[src/rtl/ffps_consts.svh]
/*
 Constants for the flyback fault-protection sequencer: timing counts and threshold codes.
 Assumes a 250 MHz core clock and 12-bit millivolt-scaled comparator codes.
*/
`ifndef FFPS_CONSTS_SVH
`define FFPS_CONSTS_SVH
`define FFPS_CLK_MHZ 250
`define FFPS_OPP_TIME_MS 160
`define FFPS_OPP_CYCLES (`FFPS_OPP_TIME_MS * 1000 * `FFPS_CLK_MHZ)
`define FFPS_FDR_TIME_MS 1500
`define FFPS_FDR_CYCLES (`FFPS_FDR_TIME_MS * 1000 * `FFPS_CLK_MHZ)
`define FFPS_OCP_CYCLES_MAX 3
// Voltages in millivolts.
`define FFPS_VS_HIGH_MV 12'h09C4
`define FFPS_VS_LOW_MV 12'h0960
`define FFPS_VS_SHORT_MV 12'h01F4
`define FFPS_OPP_TOP_MV 12'h0258
`define FFPS_OCP_MV 12'h04B0
`endif

[src/rtl/ffps_pkg.sv]
/*
 Types for the flyback fault-protection sequencer.
 Assumes the constants header is available to its users.
*/
package ffps_pkg;
   typedef enum logic [3:0] {
      FFPS_RUN = 4'b0001,
      FFPS_UV_RESTART = 4'b0010,
      FFPS_FAULT_WAIT = 4'b0100,
      FFPS_FAULT_DONE = 4'b1000
   } ffps_state_t;
   typedef struct packed {
      logic refGood;
      logic overTemp;
      logic supplyOff;
      logic supplyOn;
   } ffps_supply_t;
endpackage : ffps_pkg

[src/rtl/ffps_sequencer.sv]
/*
 Fault-protection sequencer for a flyback controller: over-power timing, peak power limit,
 output short detection, over-current counting, external and thermal shutdown.
 Assumes analog levels arrive as millivolt codes already on this clock; status pins are asynchronous.
*/
`include "ffps_consts.svh"
`timescale 1ns/1ns
`default_nettype none
module ffps_sequencer #(
   parameter int OPP_CYCLES = `FFPS_OPP_CYCLES, // Over-power timeout count.
   parameter int FDR_CYCLES = `FFPS_FDR_CYCLES, // Recovery wait count.
   parameter int LC_GAIN = 16, // Line-compensation gain divisor.
   parameter int LC_W = 12 // Line current code width.
) (
   input wire logic clk, // Core clock.
   input wire logic rst, // Synchronous reset, held by supply lockout.
   input wire logic ce, // Clock enable.
   input wire ffps_pkg::ffps_supply_t supplyPins, // Asynchronous supply and status pins.
   input wire logic [11:0] peakCurrentThreshold, // Commanded peak-current threshold, mV.
   input wire logic [11:0] outputVoltageSense, // Output sense level, mV.
   input wire logic [11:0] currentSense, // Current-sense level, mV.
   input wire logic [11:0] oppCurveLevel, // Line-dependent curve level, mV.
   input wire logic [LC_W-1:0] lineSenseCurrent, // Line-sense current code.
   input wire logic senseWindow, // High after blanking until demagnetization ends.
   input wire logic cycleEnd, // Pulse at end of each low-side cycle.
   input wire logic gateRequest, // Gate request from the current loop.
   output logic lowSideGateDrive, // Gated low-side drive.
   output logic runOut, // Run pin level.
   output logic [11:0] overPowerThreshold, // Active over-power threshold.
   output logic [11:0] maxPeakCurrentThreshold, // Peak power limit clamp.
   output logic [LC_W-1:0] lineCompCurrent, // Line-compensation source code.
   output logic faultActive, // Long recovery fault is pending.
   output logic ocpFault // Over-current fault flag.
);
   ffps_pkg::ffps_supply_t sync1;
   ffps_pkg::ffps_supply_t sync2;
   ffps_pkg::ffps_state_t state;
   logic highCurve;
   logic [31:0] oppCount;
   logic [31:0] fdrCount;
   logic [1:0] ocpCount;
   logic oppTimeout;
   logic overOpp; // Commanded peak above the active over-power level.
   logic overOcp; // Sense above the over-current level inside the window.
   logic shortAtOff;
   logic [11:0] curve;
   logic [13:0] maxCalc;

   // One comparison shared by the over-power and over-current checks, so both agree on strictness.
   function automatic logic ffps_above(input logic [11:0] level, input logic [11:0] limit);
      return level > limit;
   endfunction : ffps_above

   // Pins cross into the clock domain through two flops.
   always_ff @(posedge clk) begin
      if (rst) begin
         sync1 <= '0;
         sync2 <= '0;
      end else if (ce) begin
         sync1 <= supplyPins;
         sync2 <= sync1;
      end
   end

   // Hysteresis between the two thresholds avoids curve chatter near 2.45 V.
   always_ff @(posedge clk) begin
      if (rst) begin
         highCurve <= 1'b0;
      end else if (ce) begin
         if (outputVoltageSense > `FFPS_VS_HIGH_MV) begin
            highCurve <= 1'b1;
         end else if (outputVoltageSense < `FFPS_VS_LOW_MV) begin
            highCurve <= 1'b0;
         end
      end
   end

   // The low set is the curve level lowered by one quarter; both are capped at the top point.
   always_comb begin
      curve = highCurve ? oppCurveLevel : (oppCurveLevel - {2'b00, oppCurveLevel[11:2]});
      if (curve > `FFPS_OPP_TOP_MV) begin
         curve = `FFPS_OPP_TOP_MV;
      end
      maxCalc = {2'b00, curve} + {4'b0000, curve[11:2]} + {6'b000000, curve[11:4]} + {8'h00, curve[11:6]};
   end

   // Threshold and compensation outputs are registered.
   always_ff @(posedge clk) begin
      if (rst) begin
         overPowerThreshold <= `FFPS_OPP_TOP_MV;
         maxPeakCurrentThreshold <= 12'h0000;
         lineCompCurrent <= '0;
      end else if (ce) begin
         overPowerThreshold <= curve;
         maxPeakCurrentThreshold <= maxCalc[11:0];
         lineCompCurrent <= LC_W'(lineSenseCurrent / LC_GAIN);
      end
   end

   // Both limits are strict, so a level sitting exactly on a limit is never a fault.
   assign overOpp = ffps_above(peakCurrentThreshold, overPowerThreshold);
   assign overOcp = senseWindow && ffps_above(currentSense, `FFPS_OCP_MV);

   // The timeout fires on the last counted cycle only if the level is still exceeded then.
   assign oppTimeout = (oppCount >= 32'(OPP_CYCLES - 1)) && overOpp;
   // The short check looks at both the threshold and a collapsed output at turn-off.
   assign shortAtOff = overOpp || (outputVoltageSense < `FFPS_VS_SHORT_MV);

   // Over-power timer, only counting while running.
   always_ff @(posedge clk) begin
      if (rst) begin
         oppCount <= 32'h0000_0000;
      end else if (ce) begin
         if (state == ffps_pkg::FFPS_RUN && overOpp) begin
            oppCount <= oppCount + 32'h0000_0001;
         end else begin
            oppCount <= 32'h0000_0000;
         end
      end
   end

   // Consecutive over-current cycle counter; a clean cycle restarts the count.
   logic ocpSeen;
   always_ff @(posedge clk) begin
      if (rst) begin
         ocpSeen <= 1'b0;
         ocpCount <= 2'b00;
      end else if (ce) begin
         if (cycleEnd || state != ffps_pkg::FFPS_RUN) begin
            ocpSeen <= 1'b0;
         end else if (overOcp) begin
            ocpSeen <= 1'b1;
         end
         if (state != ffps_pkg::FFPS_RUN) begin
            ocpCount <= 2'b00;
         end else if (cycleEnd) begin
            ocpCount <= (ocpSeen || overOcp) ? ocpCount + 2'b01 : 2'b00;
         end
      end
   end

   logic ocpHit;
   assign ocpHit = cycleEnd && (ocpCount == 2'(`FFPS_OCP_CYCLES_MAX - 1))
                   && (ocpSeen || overOcp);

   // Main sequence. Restarts leave via supply-on, fault waits via turn-off after the wait.
   always_ff @(posedge clk) begin
      if (rst) begin
         state <= ffps_pkg::FFPS_UV_RESTART;
         fdrCount <= 32'h0000_0000;
      end else if (ce) begin
         case (state)
            ffps_pkg::FFPS_RUN: begin
               fdrCount <= 32'h0000_0000;
               if (oppTimeout || ocpHit) begin
                  state <= ffps_pkg::FFPS_FAULT_WAIT;
               end else if (sync2.supplyOff && shortAtOff) begin
                  state <= ffps_pkg::FFPS_FAULT_WAIT;
               end else if (sync2.supplyOff || !sync2.refGood || sync2.overTemp) begin
                  state <= ffps_pkg::FFPS_UV_RESTART;
               end
            end
            ffps_pkg::FFPS_UV_RESTART: begin
               // Reference held low or still hot keeps the device here each cycle.
               if (sync2.supplyOn && sync2.refGood && !sync2.overTemp) begin
                  state <= ffps_pkg::FFPS_RUN;
               end
            end
            ffps_pkg::FFPS_FAULT_WAIT: begin
               if (fdrCount >= 32'(FDR_CYCLES - 1)) begin
                  state <= ffps_pkg::FFPS_FAULT_DONE;
               end else begin
                  fdrCount <= fdrCount + 32'h0000_0001;
               end
            end
            ffps_pkg::FFPS_FAULT_DONE: begin
               if (sync2.supplyOff) begin
                  state <= ffps_pkg::FFPS_UV_RESTART;
               end
            end
            default: begin
               state <= ffps_pkg::FFPS_UV_RESTART;
            end
         endcase
      end
   end

   // Outputs: gating only in run, so fault waits never emit test pulses.
   always_ff @(posedge clk) begin
      if (rst) begin
         lowSideGateDrive <= 1'b0;
         runOut <= 1'b0;
         faultActive <= 1'b0;
         ocpFault <= 1'b0;
      end else if (ce) begin
         lowSideGateDrive <= (state == ffps_pkg::FFPS_RUN) && gateRequest && sync2.refGood && !ocpHit;
         runOut <= (state == ffps_pkg::FFPS_RUN) && !ocpHit;
         faultActive <= (state == ffps_pkg::FFPS_FAULT_WAIT) || (state == ffps_pkg::FFPS_FAULT_DONE);
         // A hit in the same cycle as the restart clear wins, so a fault is never lost.
         if (ocpHit) begin
            ocpFault <= 1'b1;
         end else if (state == ffps_pkg::FFPS_UV_RESTART) begin
            ocpFault <= 1'b0;
         end
      end
   end
endmodule : ffps_sequencer
`default_nettype wire
[config.mk]
export PLATFORM = sky130hd
export DESIGN_NAME = ffps_sequencer
export DESIGN_NICKNAME = d
export VERILOG_FILES = /design/src/rtl/ffps_pkg.sv /design/src/rtl/ffps_sequencer.sv
export VERILOG_INCLUDE_DIRS = /design/src /design/src/rtl
export SDC_FILE = /design/constraint.sdc
export NUM_CORES = 1
export LEC_CHECK = 0
export BUFFER_PORTS_ARGS = -buffer_cell sky130_fd_sc_hd__buf_2
export CAP_MARGIN = 20
export CORE_MARGIN = 2
export CORE_UTILIZATION = 45
export CTS_CLUSTER_DIAMETER = 30
export DETAILED_ROUTE_END_ITERATION = 8
export GPL_ROUTABILITY_DRIVEN = 0
export GPL_TIMING_DRIVEN = 0
export PLACE_DENSITY_LB_ADDON = 0.2
export RECOVER_POWER = 100
export SLEW_MARGIN = 25
export SYNTH_ARGS = -nofsm -noshare
export SYNTH_HDL_FRONTEND = slang
export SYNTH_SLANG_ARGS = --single-unit
export TNS_END_PERCENT = 30
[constraint.sdc]
create_clock -name clk -period 7.7 [get_ports clk]
set_input_delay 1.155 -clock clk [delete_from_list [all_inputs] [get_ports clk]]
set_output_delay 1.155 -clock clk [all_outputs]
set_load 0.01 [all_outputs]
**After elaboration in Yosys (flattened, before gate mapping)**

Cells that the tools add are included.

- Flip-flop bits (word level): 116
- Word-level logic and storage cells: 101

- $add $sub $neg: 7
- Order comparisons: 8
- Equality and inequality tests: 11
- Mux-type cells: 21
- Reduce and logical (&&, ||, !) cells: 33

Operator list:

| operator | count |
|---|---|
| $add 32x1->32 const B | 2 |
| $mux 32 | 2 |
| $pmux 32 s2 | 1 |
| $ge 32x26->1 const B | 1 |
| $ge 32x29->1 const B | 1 |
| $mux 12 | 2 |
| $mux 4 | 6 |
| $pmux 4 s4 | 1 |
| $add 12x10->12 | 1 |
| $add 12x6->12 | 1 |
| $add 12x8->12 | 1 |
| $gt 12x10->1 const B | 1 |
| $gt 12x11->1 const B | 1 |
| $gt 12x12->1 | 1 |
| $gt 12x12->1 const B | 1 |
| $logic_and 1x1->1 | 12 |
| $lt 12x12->1 const B | 1 |
| $lt 12x9->1 const B | 1 |
| $sub 12x10->12 | 1 |
| $reduce_bool 2->1 | 5 |
| $ne 2x2->1 const B | 4 |
| $ne 4x1->1 const B | 2 |
| $reduce_and 2->1 | 4 |
| $logic_or 1x1->1 | 7 |
| 11 further kinds | 20 |

**Logic depth before layout (Yosys ltp)**

Gate-level depths: netlist of the first run.

- Word-level depth: 7
- Gate-level depth with buffers: 26

**Worst setup path after synthesis of the first run**

Ideal clock, no wire load.

- Path kind: input port to flip-flop
- Start: input oppCurveLevel[4]
- End: register maxPeakCurrentThreshold[9]
- Setup time: 122 ps
- Arrival time: 6039 ps
- Data required time: 7578 ps
- Setup slack: 1539 ps
- Stages on the path: 23
- Path buffers: 2
- Cell sequence: inv_1 -> ha_1 -> nor2b_1 -> or4_1 -> and3_1 -> clkbuf_1 -> a211oi_1 -> o21ai_1 -> a31o_2 -> buf_2 -> and3_1 -> fa_1 -> inv_1 -> fa_1 -> inv_1 -> ha_1 -> nor2b_1 -> o21a_1 -> o21a_1 -> o211ai_1 -> a21boi_0 -> o21a_1 -> a311o_1

- Longest elaborated chain between the ends: 7

RTL lines:

| what | RTL line | text |
|---|---|---|
| start, declared | ffps_sequencer.sv:22 | `input wire logic [11:0] oppCurveLevel,` |
| $sub 12x10->12 | ffps_sequencer.sv:80 | `curve = highCurve ? oppCurveLevel : (oppCurveLevel - {2'b00, oppCurveLevel[11:2]});` |
| $mux 12 * | ffps_sequencer.sv:80 |  |
| $gt 12x10->1 (no source line) | - |  |
| $mux 12 * | ffps_sequencer.sv:81 | `` if (curve > `FFPS_OPP_TOP_MV) begin `` |
| named net curve[5] | ffps_sequencer.sv:46 | `logic [11:0] curve;` |
| $add 12x10->12 | ffps_sequencer.sv:84 | `maxCalc = {2'b00, curve} + {4'b0000, curve[11:2]} + {6'b000000, curve[11:4]} + {8'h00, curve[11:6]};` |
| $add 12x8->12 * | ffps_sequencer.sv:84 |  |
| $add 12x6->12 * | ffps_sequencer.sv:84 |  |
| end signal, assigned | ffps_sequencer.sv:95 | `maxPeakCurrentThreshold <= maxCalc[11:0];` |
| end, declared | ffps_sequencer.sv:30 | `output logic [11:0] maxPeakCurrentThreshold,` |

The timed path passes the listed nets; every way through them passes the cells marked *.
A chain may end at the register's enable or synchronous reset.

**Final worst setup path of the first run**

- Start: input oppCurveLevel[7]
- End: register maxPeakCurrentThreshold[9]

Same word-level chain as after synthesis.

==> impl_metrics.yaml, run 1 <==
critical_path:
  path_common_cell: "inv_1"
  path_class: "in -> reg"
  cp-end-kind: "flip-flop"
  worstSetupStartpointType: "primary input"
  worst-path-max-fanout: 10
  crit_family: "compound AO/OA/AOI/OAI gates"
  critical-path-slowest-cell: "a31oi_1"
  reg2reg_depth: 23
  worst_path_largest_cell_delay_ps: 480
  cp-startpoint: "oppCurveLevel[7]"
  r2r-end: "maxPeakCurrentThreshold[9]$_SDFFE_PP0P_"
  cp.arrival_ps: 7110
  rr_startpoint: "highCurve$_SDFFE_PP0P_"
  critPathBufInv: 7
  r2r_setup_slack_ps: 1780
  crit_cells: 26
  required_ps: 8010
  endpoint: "maxPeakCurrentThreshold[9]$_SDFFE_PP0P_"
flow_run:
  drv_cap: 1
clock_network:
  cts.hold.buffers_added: 0
  postCtsSetupRepairBufs: 0
  cts_root_buffer: "clkbuf_16"
  clk_path_buf_depth: 2
  clk_latency_ps: 430
  htreeDepth: 4
  cts_sinks: 116
  cts_resized: 0
  clkSlewWorstSetupHoldPaths_ps: 50
  numCtsBuffers: 17
  cts_tree: "yes"
floorplanning:
  io_pins: 110
  initial_core_util_pct: 46.00
  die_w_um: 131.2
  coreArea_um2: 15830
  fp-row-count: 46
  dieArea_um2: 17210
  fp.dieH_um: 131.2
sta:
  finalCritPeriodShare_pct: 88.35
  hold_viol_final: 0
  holdWs_ps: 454.4
  finalClockSkew_ps: 9.211
  period_minus_slack_ps: 6803
  setup_viol: 0
  worstMarginPinSlew_ps: 1485
  report.final.slew_viol_count: 1
  max_freq_mhz: 147.0
  rsz0062_at_grt: "false"
  setup_tns_ps: 0
  maxSlewHeadroom_pct: -1.539
route:
  vias: 6815
  vias_per_cell: 5.514
  drt-initial-drc-count: 454
  dr.pass1.iters: 5
  ant_nets: 0
  drc_errors: 0
  routed_wl_mm: 19.56
  wl_per_cell_um: 15.83
yosys:
  synth_cell_types: 79
  synth_edf_count: 0
  synthesis.area_um2: 7281
  ys.flop_type: "dfxtp_1"
  ys_ff_latch: 116
  yosysSeqAreaShare_pct: 31.90
  synth_cells: 879
  synthArstFlopShare_pct: 0
  avgSynthCellArea_um2: 8.283
  yosys_warnings: 0
cells_and_area:
  n_antenna_cell: 0
  area_delta_synth_final_pct: 17.25
  multi_input_area_um2: 4543
  seqCellArea_um2: 2322
  drive_above_1_share_pct: 10.88
  fill_cells: 1570
  final_nets: 1134
  finalInstanceArea_um2: 8537
  final_cell_mix: "dfxtp_1 (116), nor2_1 (97), clkbuf_1 (71), buf_2 (63), a21oi_1 (60)"
  final_common_cell: "dfxtp_1"
place:
  portBuffers: 100
  placed_cell_area_um2: 8085
  dp_hpwl_mm: 14.64
global_routing:
  antenna_found_initial: 0
  grt_first_pass_wirelength_mm: 32.25
  globalRoute.totalOverflow: 0
  first_global_vias: 6483
  grtUsageTotal_pct: 23.13
  grt_max_degree: 17
status:
  status: "finished, violations left"
  violations: "max-capacitance violations, max-slew violations"
power:
  power_mw: 1.824
  p_leak_nw: 3.393
  p_per_area_nw_per_um2: 213.7
  irDropWorstVdd_v: 0.0001687
hold_path:
  hp-class: "reg -> reg"
==> registers in the layout, summed over array words and instances, names as in the netlist, 2 cells and up <==
signal / cells
lineCompCurrent: 8
maxPeakCurrentThreshold: 12
ocpCount: 2
state: 4
sync2: 4
sync1: 4
fdrCount: 32
oppCount: 32
overPowerThreshold: 12
==> kinds of logic (layout without fill, tap and decap cells) <==
family	after synthesis	in the layout	share of synthesized area [%]
simple gates	340	340	24.08
compound gates	204	204	19.80
flops	116	116	31.90
mux	22	22	3.025
other cells	2	11	0.1031
buf+inv	98	230	5.362
xor+xnor	40	40	4.812
fa+ha+maj	57	57	10.93
==> per-stage QoR <==
step / util [%] / instances / worst slack, ps
finish: 53.94 / 1236 / 897.1
global route: 53.94 / 1236 / 361.1
CTS: 54.65 / 1236 / 1263
detailed placement: 51.08 / 1204 / 844.7
global placement: 51.08 / 1204 / 862.2
floorplan: - / 888 / 1539
==> power by group <==
group / internal [mW] / switching, mW / total [mW]
registers: 0.626 / 0.0173 / 0.643
clock network: 0.458 / 0.297 / 0.755
logic: 0.174 / 0.252 / 0.426
==> layer usage <==
metal  up-vias  routed length, um  global-route usage [%]
met1      3159               8756                   29.17
met2       181               9371                   39.09
met5         -                  0                       0
li1       3440                  -                       -
met4         0                417                   7.669
met3        35               1015                   5.324
==> synthesized netlist by cell type (7+ instances only) <==
| cell | number | area [um^2] |
|---|---|---|
| nor2_1 | 97 | 364.1 |
| o21ai_0 | 33 | 165.2 |
| xor2_1 | 23 | 201.4 |
| and2_1 | 13 | 81.33 |
| inv_1 | 57 | 214.0 |
| o21a_1 | 11 | 82.58 |
| nor3_1 | 35 | 175.2 |
| nor2b_1 | 8 | 50.05 |
| nor4_1 | 7 | 43.79 |
| a21oi_1 | 59 | 295.3 |
| fa_1 | 11 | 220.2 |
| xnor2_1 | 17 | 148.9 |
| dfxtp_1 | 116 | 2322 |
| nand4_1 | 19 | 118.9 |
| o31ai_1 | 9 | 67.56 |
| or3_1 | 23 | 143.9 |
| and3_1 | 13 | 81.33 |
| a21o_1 | 7 | 52.55 |
| a31oi_1 | 7 | 43.79 |
| nand3_1 | 29 | 145.1 |
| or4_1 | 11 | 82.58 |
| nand2_1 | 52 | 195.2 |
| clkbuf_1 | 24 | 90.09 |
| ha_1 | 46 | 575.6 |
| mux2i_1 | 22 | 220.2 |
| nand3b_1 | 7 | 52.55 |
==> worst reg2reg max path, stage by stage (launching register included) <==
cell and delay (ps):
dfxtp_1 420, buf_2 280, inv_2 150, mux2i_1 570, and2_1 230, a211oi_1 50, o21ai_1 190, a31o_2 230
clkbuf_1 350, and3_1 400, fa_1 460, inv_1 80, fa_1 410, inv_1 80, ha_1 190, inv_1 60
fa_1 380, nor2b_1 160, o21a_1 150, o21a_1 170, o211ai_1 130, a21boi_0 290, nor4_1 100, a311o_1 290
==> worst min-delay path by stage <==
stage / slack (ps) / endpoint / cells past startpoint / start
final: 450 / maxPeakCurrentThreshold[5]$_SDFFE_PP0P_ / 2 / maxPeakCurrentThreshold[5]$_SDFFE_PP0P_
after global routing: 480 / maxPeakCurrentThreshold[7]$_SDFFE_PP0P_ / 2 / maxPeakCurrentThreshold[7]$_SDFFE_PP0P_
after CTS: 460 / maxPeakCurrentThreshold[5]$_SDFFE_PP0P_ / 2 / maxPeakCurrentThreshold[5]$_SDFFE_PP0P_
after detailed placement: 440 / maxPeakCurrentThreshold[5]$_SDFFE_PP0P_ / 2 / maxPeakCurrentThreshold[5]$_SDFFE_PP0P_
after global placement: 440 / maxPeakCurrentThreshold[5]$_SDFFE_PP0P_ / 2 / maxPeakCurrentThreshold[5]$_SDFFE_PP0P_
after floorplan: 440 / fdrCount[1]$_SDFFE_PP0P_ / 2 / fdrCount[1]$_SDFFE_PP0P_
==> final cells by class <==
| cell class | instances | share of cell area (%) |
|---|---|---|
| multi-input cells | 674 | 53.22 |
| flip-flops and latches | 116 | 27.20 |
| clock buffers | 20 | 5.350 |
| repair buffers | 100 | 5.306 |
| well taps | 216 | 3.166 |
| inverters | 60 | 2.638 |
| plain buffers | 38 | 1.861 |
| clock inverters | 12 | 1.260 |
No activity file was read; power rests on OpenSTA's default activity.
==> run 2, diff against run 1 <==
CTS_BUF_LIST = sky130_fd_sc_hd__clkbuf_8   (was not set)
==> impl_metrics.yaml, run 2 (synthesis gave the netlist of run 1 again) <==
critical_path:
  worstSetupStartpointType: "primary input"
  cp-end-kind: "flip-flop"
  critPathBufInv: 7
  rr_startpoint: "highCurve$_SDFFE_PP0P_"
  critical-path-slowest-cell: "a31oi_1"
  required_ps: 8040
  crit_family: "compound AO/OA/AOI/OAI gates"
  worst-path-max-fanout: 10
  r2r_setup_slack_ps: 1820
  r2r-end: "maxPeakCurrentThreshold[9]$_SDFFE_PP0P_"
  path_class: "in -> reg"
  worst_path_largest_cell_delay_ps: 490
  path_common_cell: "inv_1"
  reg2reg_depth: 23
  cp.arrival_ps: 7100
  crit_cells: 26
route:
  ant_nets: 0
  wl_per_cell_um: 15.74
  drt-initial-drc-count: 491
  dr.pass1.iters: 5
  drc_errors: 0
  vias_per_cell: 5.537
  vias: 6844
  routed_wl_mm: 19.45
clock_network:
  cts_tree: "yes"
  clk_path_buf_depth: 2
  cts.hold.buffers_added: 0
  clkSlewWorstSetupHoldPaths_ps: 70
  clk_latency_ps: 450
  cts_root_buffer: "clkbuf_8"
  cts_sinks: 116
  cts_resized: 0
  numCtsBuffers: 17
  postCtsSetupRepairBufs: 0
  htreeDepth: 4
hold_path:
  hold_path_startpoint: "maxPeakCurrentThreshold[5]$_SDFFE_PP0P_"
  hp-class: "reg -> reg"
  holdPathEnd: "maxPeakCurrentThreshold[5]$_SDFFE_PP0P_"
  holdPathStages: 2
cells_and_area:
  n_antenna_cell: 0
  drive_above_1_share_pct: 10.88
  reg_top3: "fdrCount (32), oppCount (32)"
  fill_cells: 1590
  finalInstanceArea_um2: 8346
  final_cell_mix: "dfxtp_1 (116), nor2_1 (97), clkbuf_1 (70), buf_2 (63), a21oi_1 (60)"
  final_nets: 1134
  post-route-util_pct: 52.73
  area_delta_synth_final_pct: 14.62
  final_common_cell: "dfxtp_1"
place:
  dp_hpwl_mm: 14.64
  placed_cell_area_um2: 8085
  portBuffers: 100
power:
  internal_power_mw: 1.068
  swShare_pct: 33.33
  seq_power_share_pct: 40.1
  p_leak_nw: 3.310
  p_per_area_nw_per_um2: 192.0
  power.switching_mw: 0.5341
  comb_power_share_pct: 26.5
  irDropWorstVdd_v: 0.0001421
  power_mw: 1.602
  clockPowerShare_pct: 33.4
floorplanning:
  fp-row-count: 46
  initial_core_util_pct: 46.00
  die_w_um: 131.2
  coreArea_um2: 15830
  dieArea_um2: 17210
  io_pins: 110
  fp.dieH_um: 131.2
global_routing:
  grt_first_pass_wirelength_mm: 32.13
  grtUsageTotal_pct: 22.93
  first_global_vias: 6454
  antenna_found_initial: 0
  grt_max_degree: 17
  globalRoute.totalOverflow: 0
sta:
  holdWs_ps: 457.0
  hold_viol_final: 0
  finalCritPeriodShare_pct: 87.71
  rsz0062_at_grt: "false"
  period_minus_slack_ps: 6754
  worstMarginPinSlew_ps: 1535
  maxSlewHeadroom_pct: -4.957
  report.final.slew_viol_count: 7
  max_freq_mhz: 148.1
  setup_tns_ps: 0
  setup_viol: 0
  finalClockSkew_ps: 13.86
flow_run:
  drv_cap: 1
status:
  violations: "max-capacitance violations, max-slew violations"
  status: "finished, violations left"
run 2: changes by cell type in the layout (fill, tap and decap cells not counted):
cell       before  now
clkbuf_1       71   70
clkbuf_16      17    0
clkbuf_8        2   19
inv_1          58   59
run 2: area by class of cell:
type	instances	area, um^2	share of cell area (%)
multi-input combinational	674	4543	54.44
clock inverter	13	111.4	1.334
sequential	116	2322	27.83
timing repair buffer	100	452.9	5.427
tap	216	270.3	3.238
buffer	38	158.9	1.904
clock buffer	19	261.5	3.133
inverter	60	225.2	2.699
run 2: per-layer routing:
| layer | up-vias | GRT usage [%] | wire length [um] |
|---|---|---|---|
| li1 | 3434 | - | - |
| met1 | 3207 | 29.19 | 8702 |
| met2 | 172 | 39.24 | 9422 |
| met3 | 31 | 3.974 | 968 |
| met4 | 0 | 7.971 | 359 |
| met5 | - | 0 | 0 |
run 2: power groups by stage:
stage	registers, mW	logic [mW]	clock network, mW
final	0.642	0.425	0.535
after global routing	0.645	0.481	0.573
after CTS	0.642	0.431	0.542
after detailed placement	0.655	0.428	0
after global placement	0.655	0.422	0
after floorplan	0.662	0.294	0
run 2: worst max path at each step:
stage / startpoint / endpoint
final: oppCurveLevel[7] / maxPeakCurrentThreshold[9]$_SDFFE_PP0P_
after floorplan: oppCurveLevel[4] / maxPeakCurrentThreshold[9]$_SDFFE_PP0P_
after global placement: oppCurveLevel[0] / maxPeakCurrentThreshold[9]$_SDFFE_PP0P_
after global routing: oppCurveLevel[7] / maxPeakCurrentThreshold[9]$_SDFFE_PP0P_
after CTS: oppCurveLevel[0] / maxPeakCurrentThreshold[9]$_SDFFE_PP0P_
after detailed placement: oppCurveLevel[0] / maxPeakCurrentThreshold[9]$_SDFFE_PP0P_
run 2: metrics by stage:
step | setup WS (ps) | instances
2_1_floorplan | 1539 | 888
3_3_place_gp | 862.2 | 1204
3_5_place_dp | 844.7 | 1204
4_1_cts | 1293 | 1236
5_1_grt | 376.9 | 1236
6_report | 946.5 | 1236
run 2: worst reg2reg max path, stage by stage, from the launching register on:
cell	delay, ps
dfxtp_1	440
buf_2	280
inv_2	150
mux2i_1	540
and2_1	220
a211oi_1	50
o21ai_1	190
a31o_2	230
clkbuf_1	340
and3_1	390
fa_1	460
inv_1	80
fa_1	410
inv_1	80
ha_1	190
inv_1	60
fa_1	380
nor2b_1	150
o21a_1	150
o21a_1	170
o211ai_1	130
a21boi_0	290
nor4_1	100
a311o_1	280
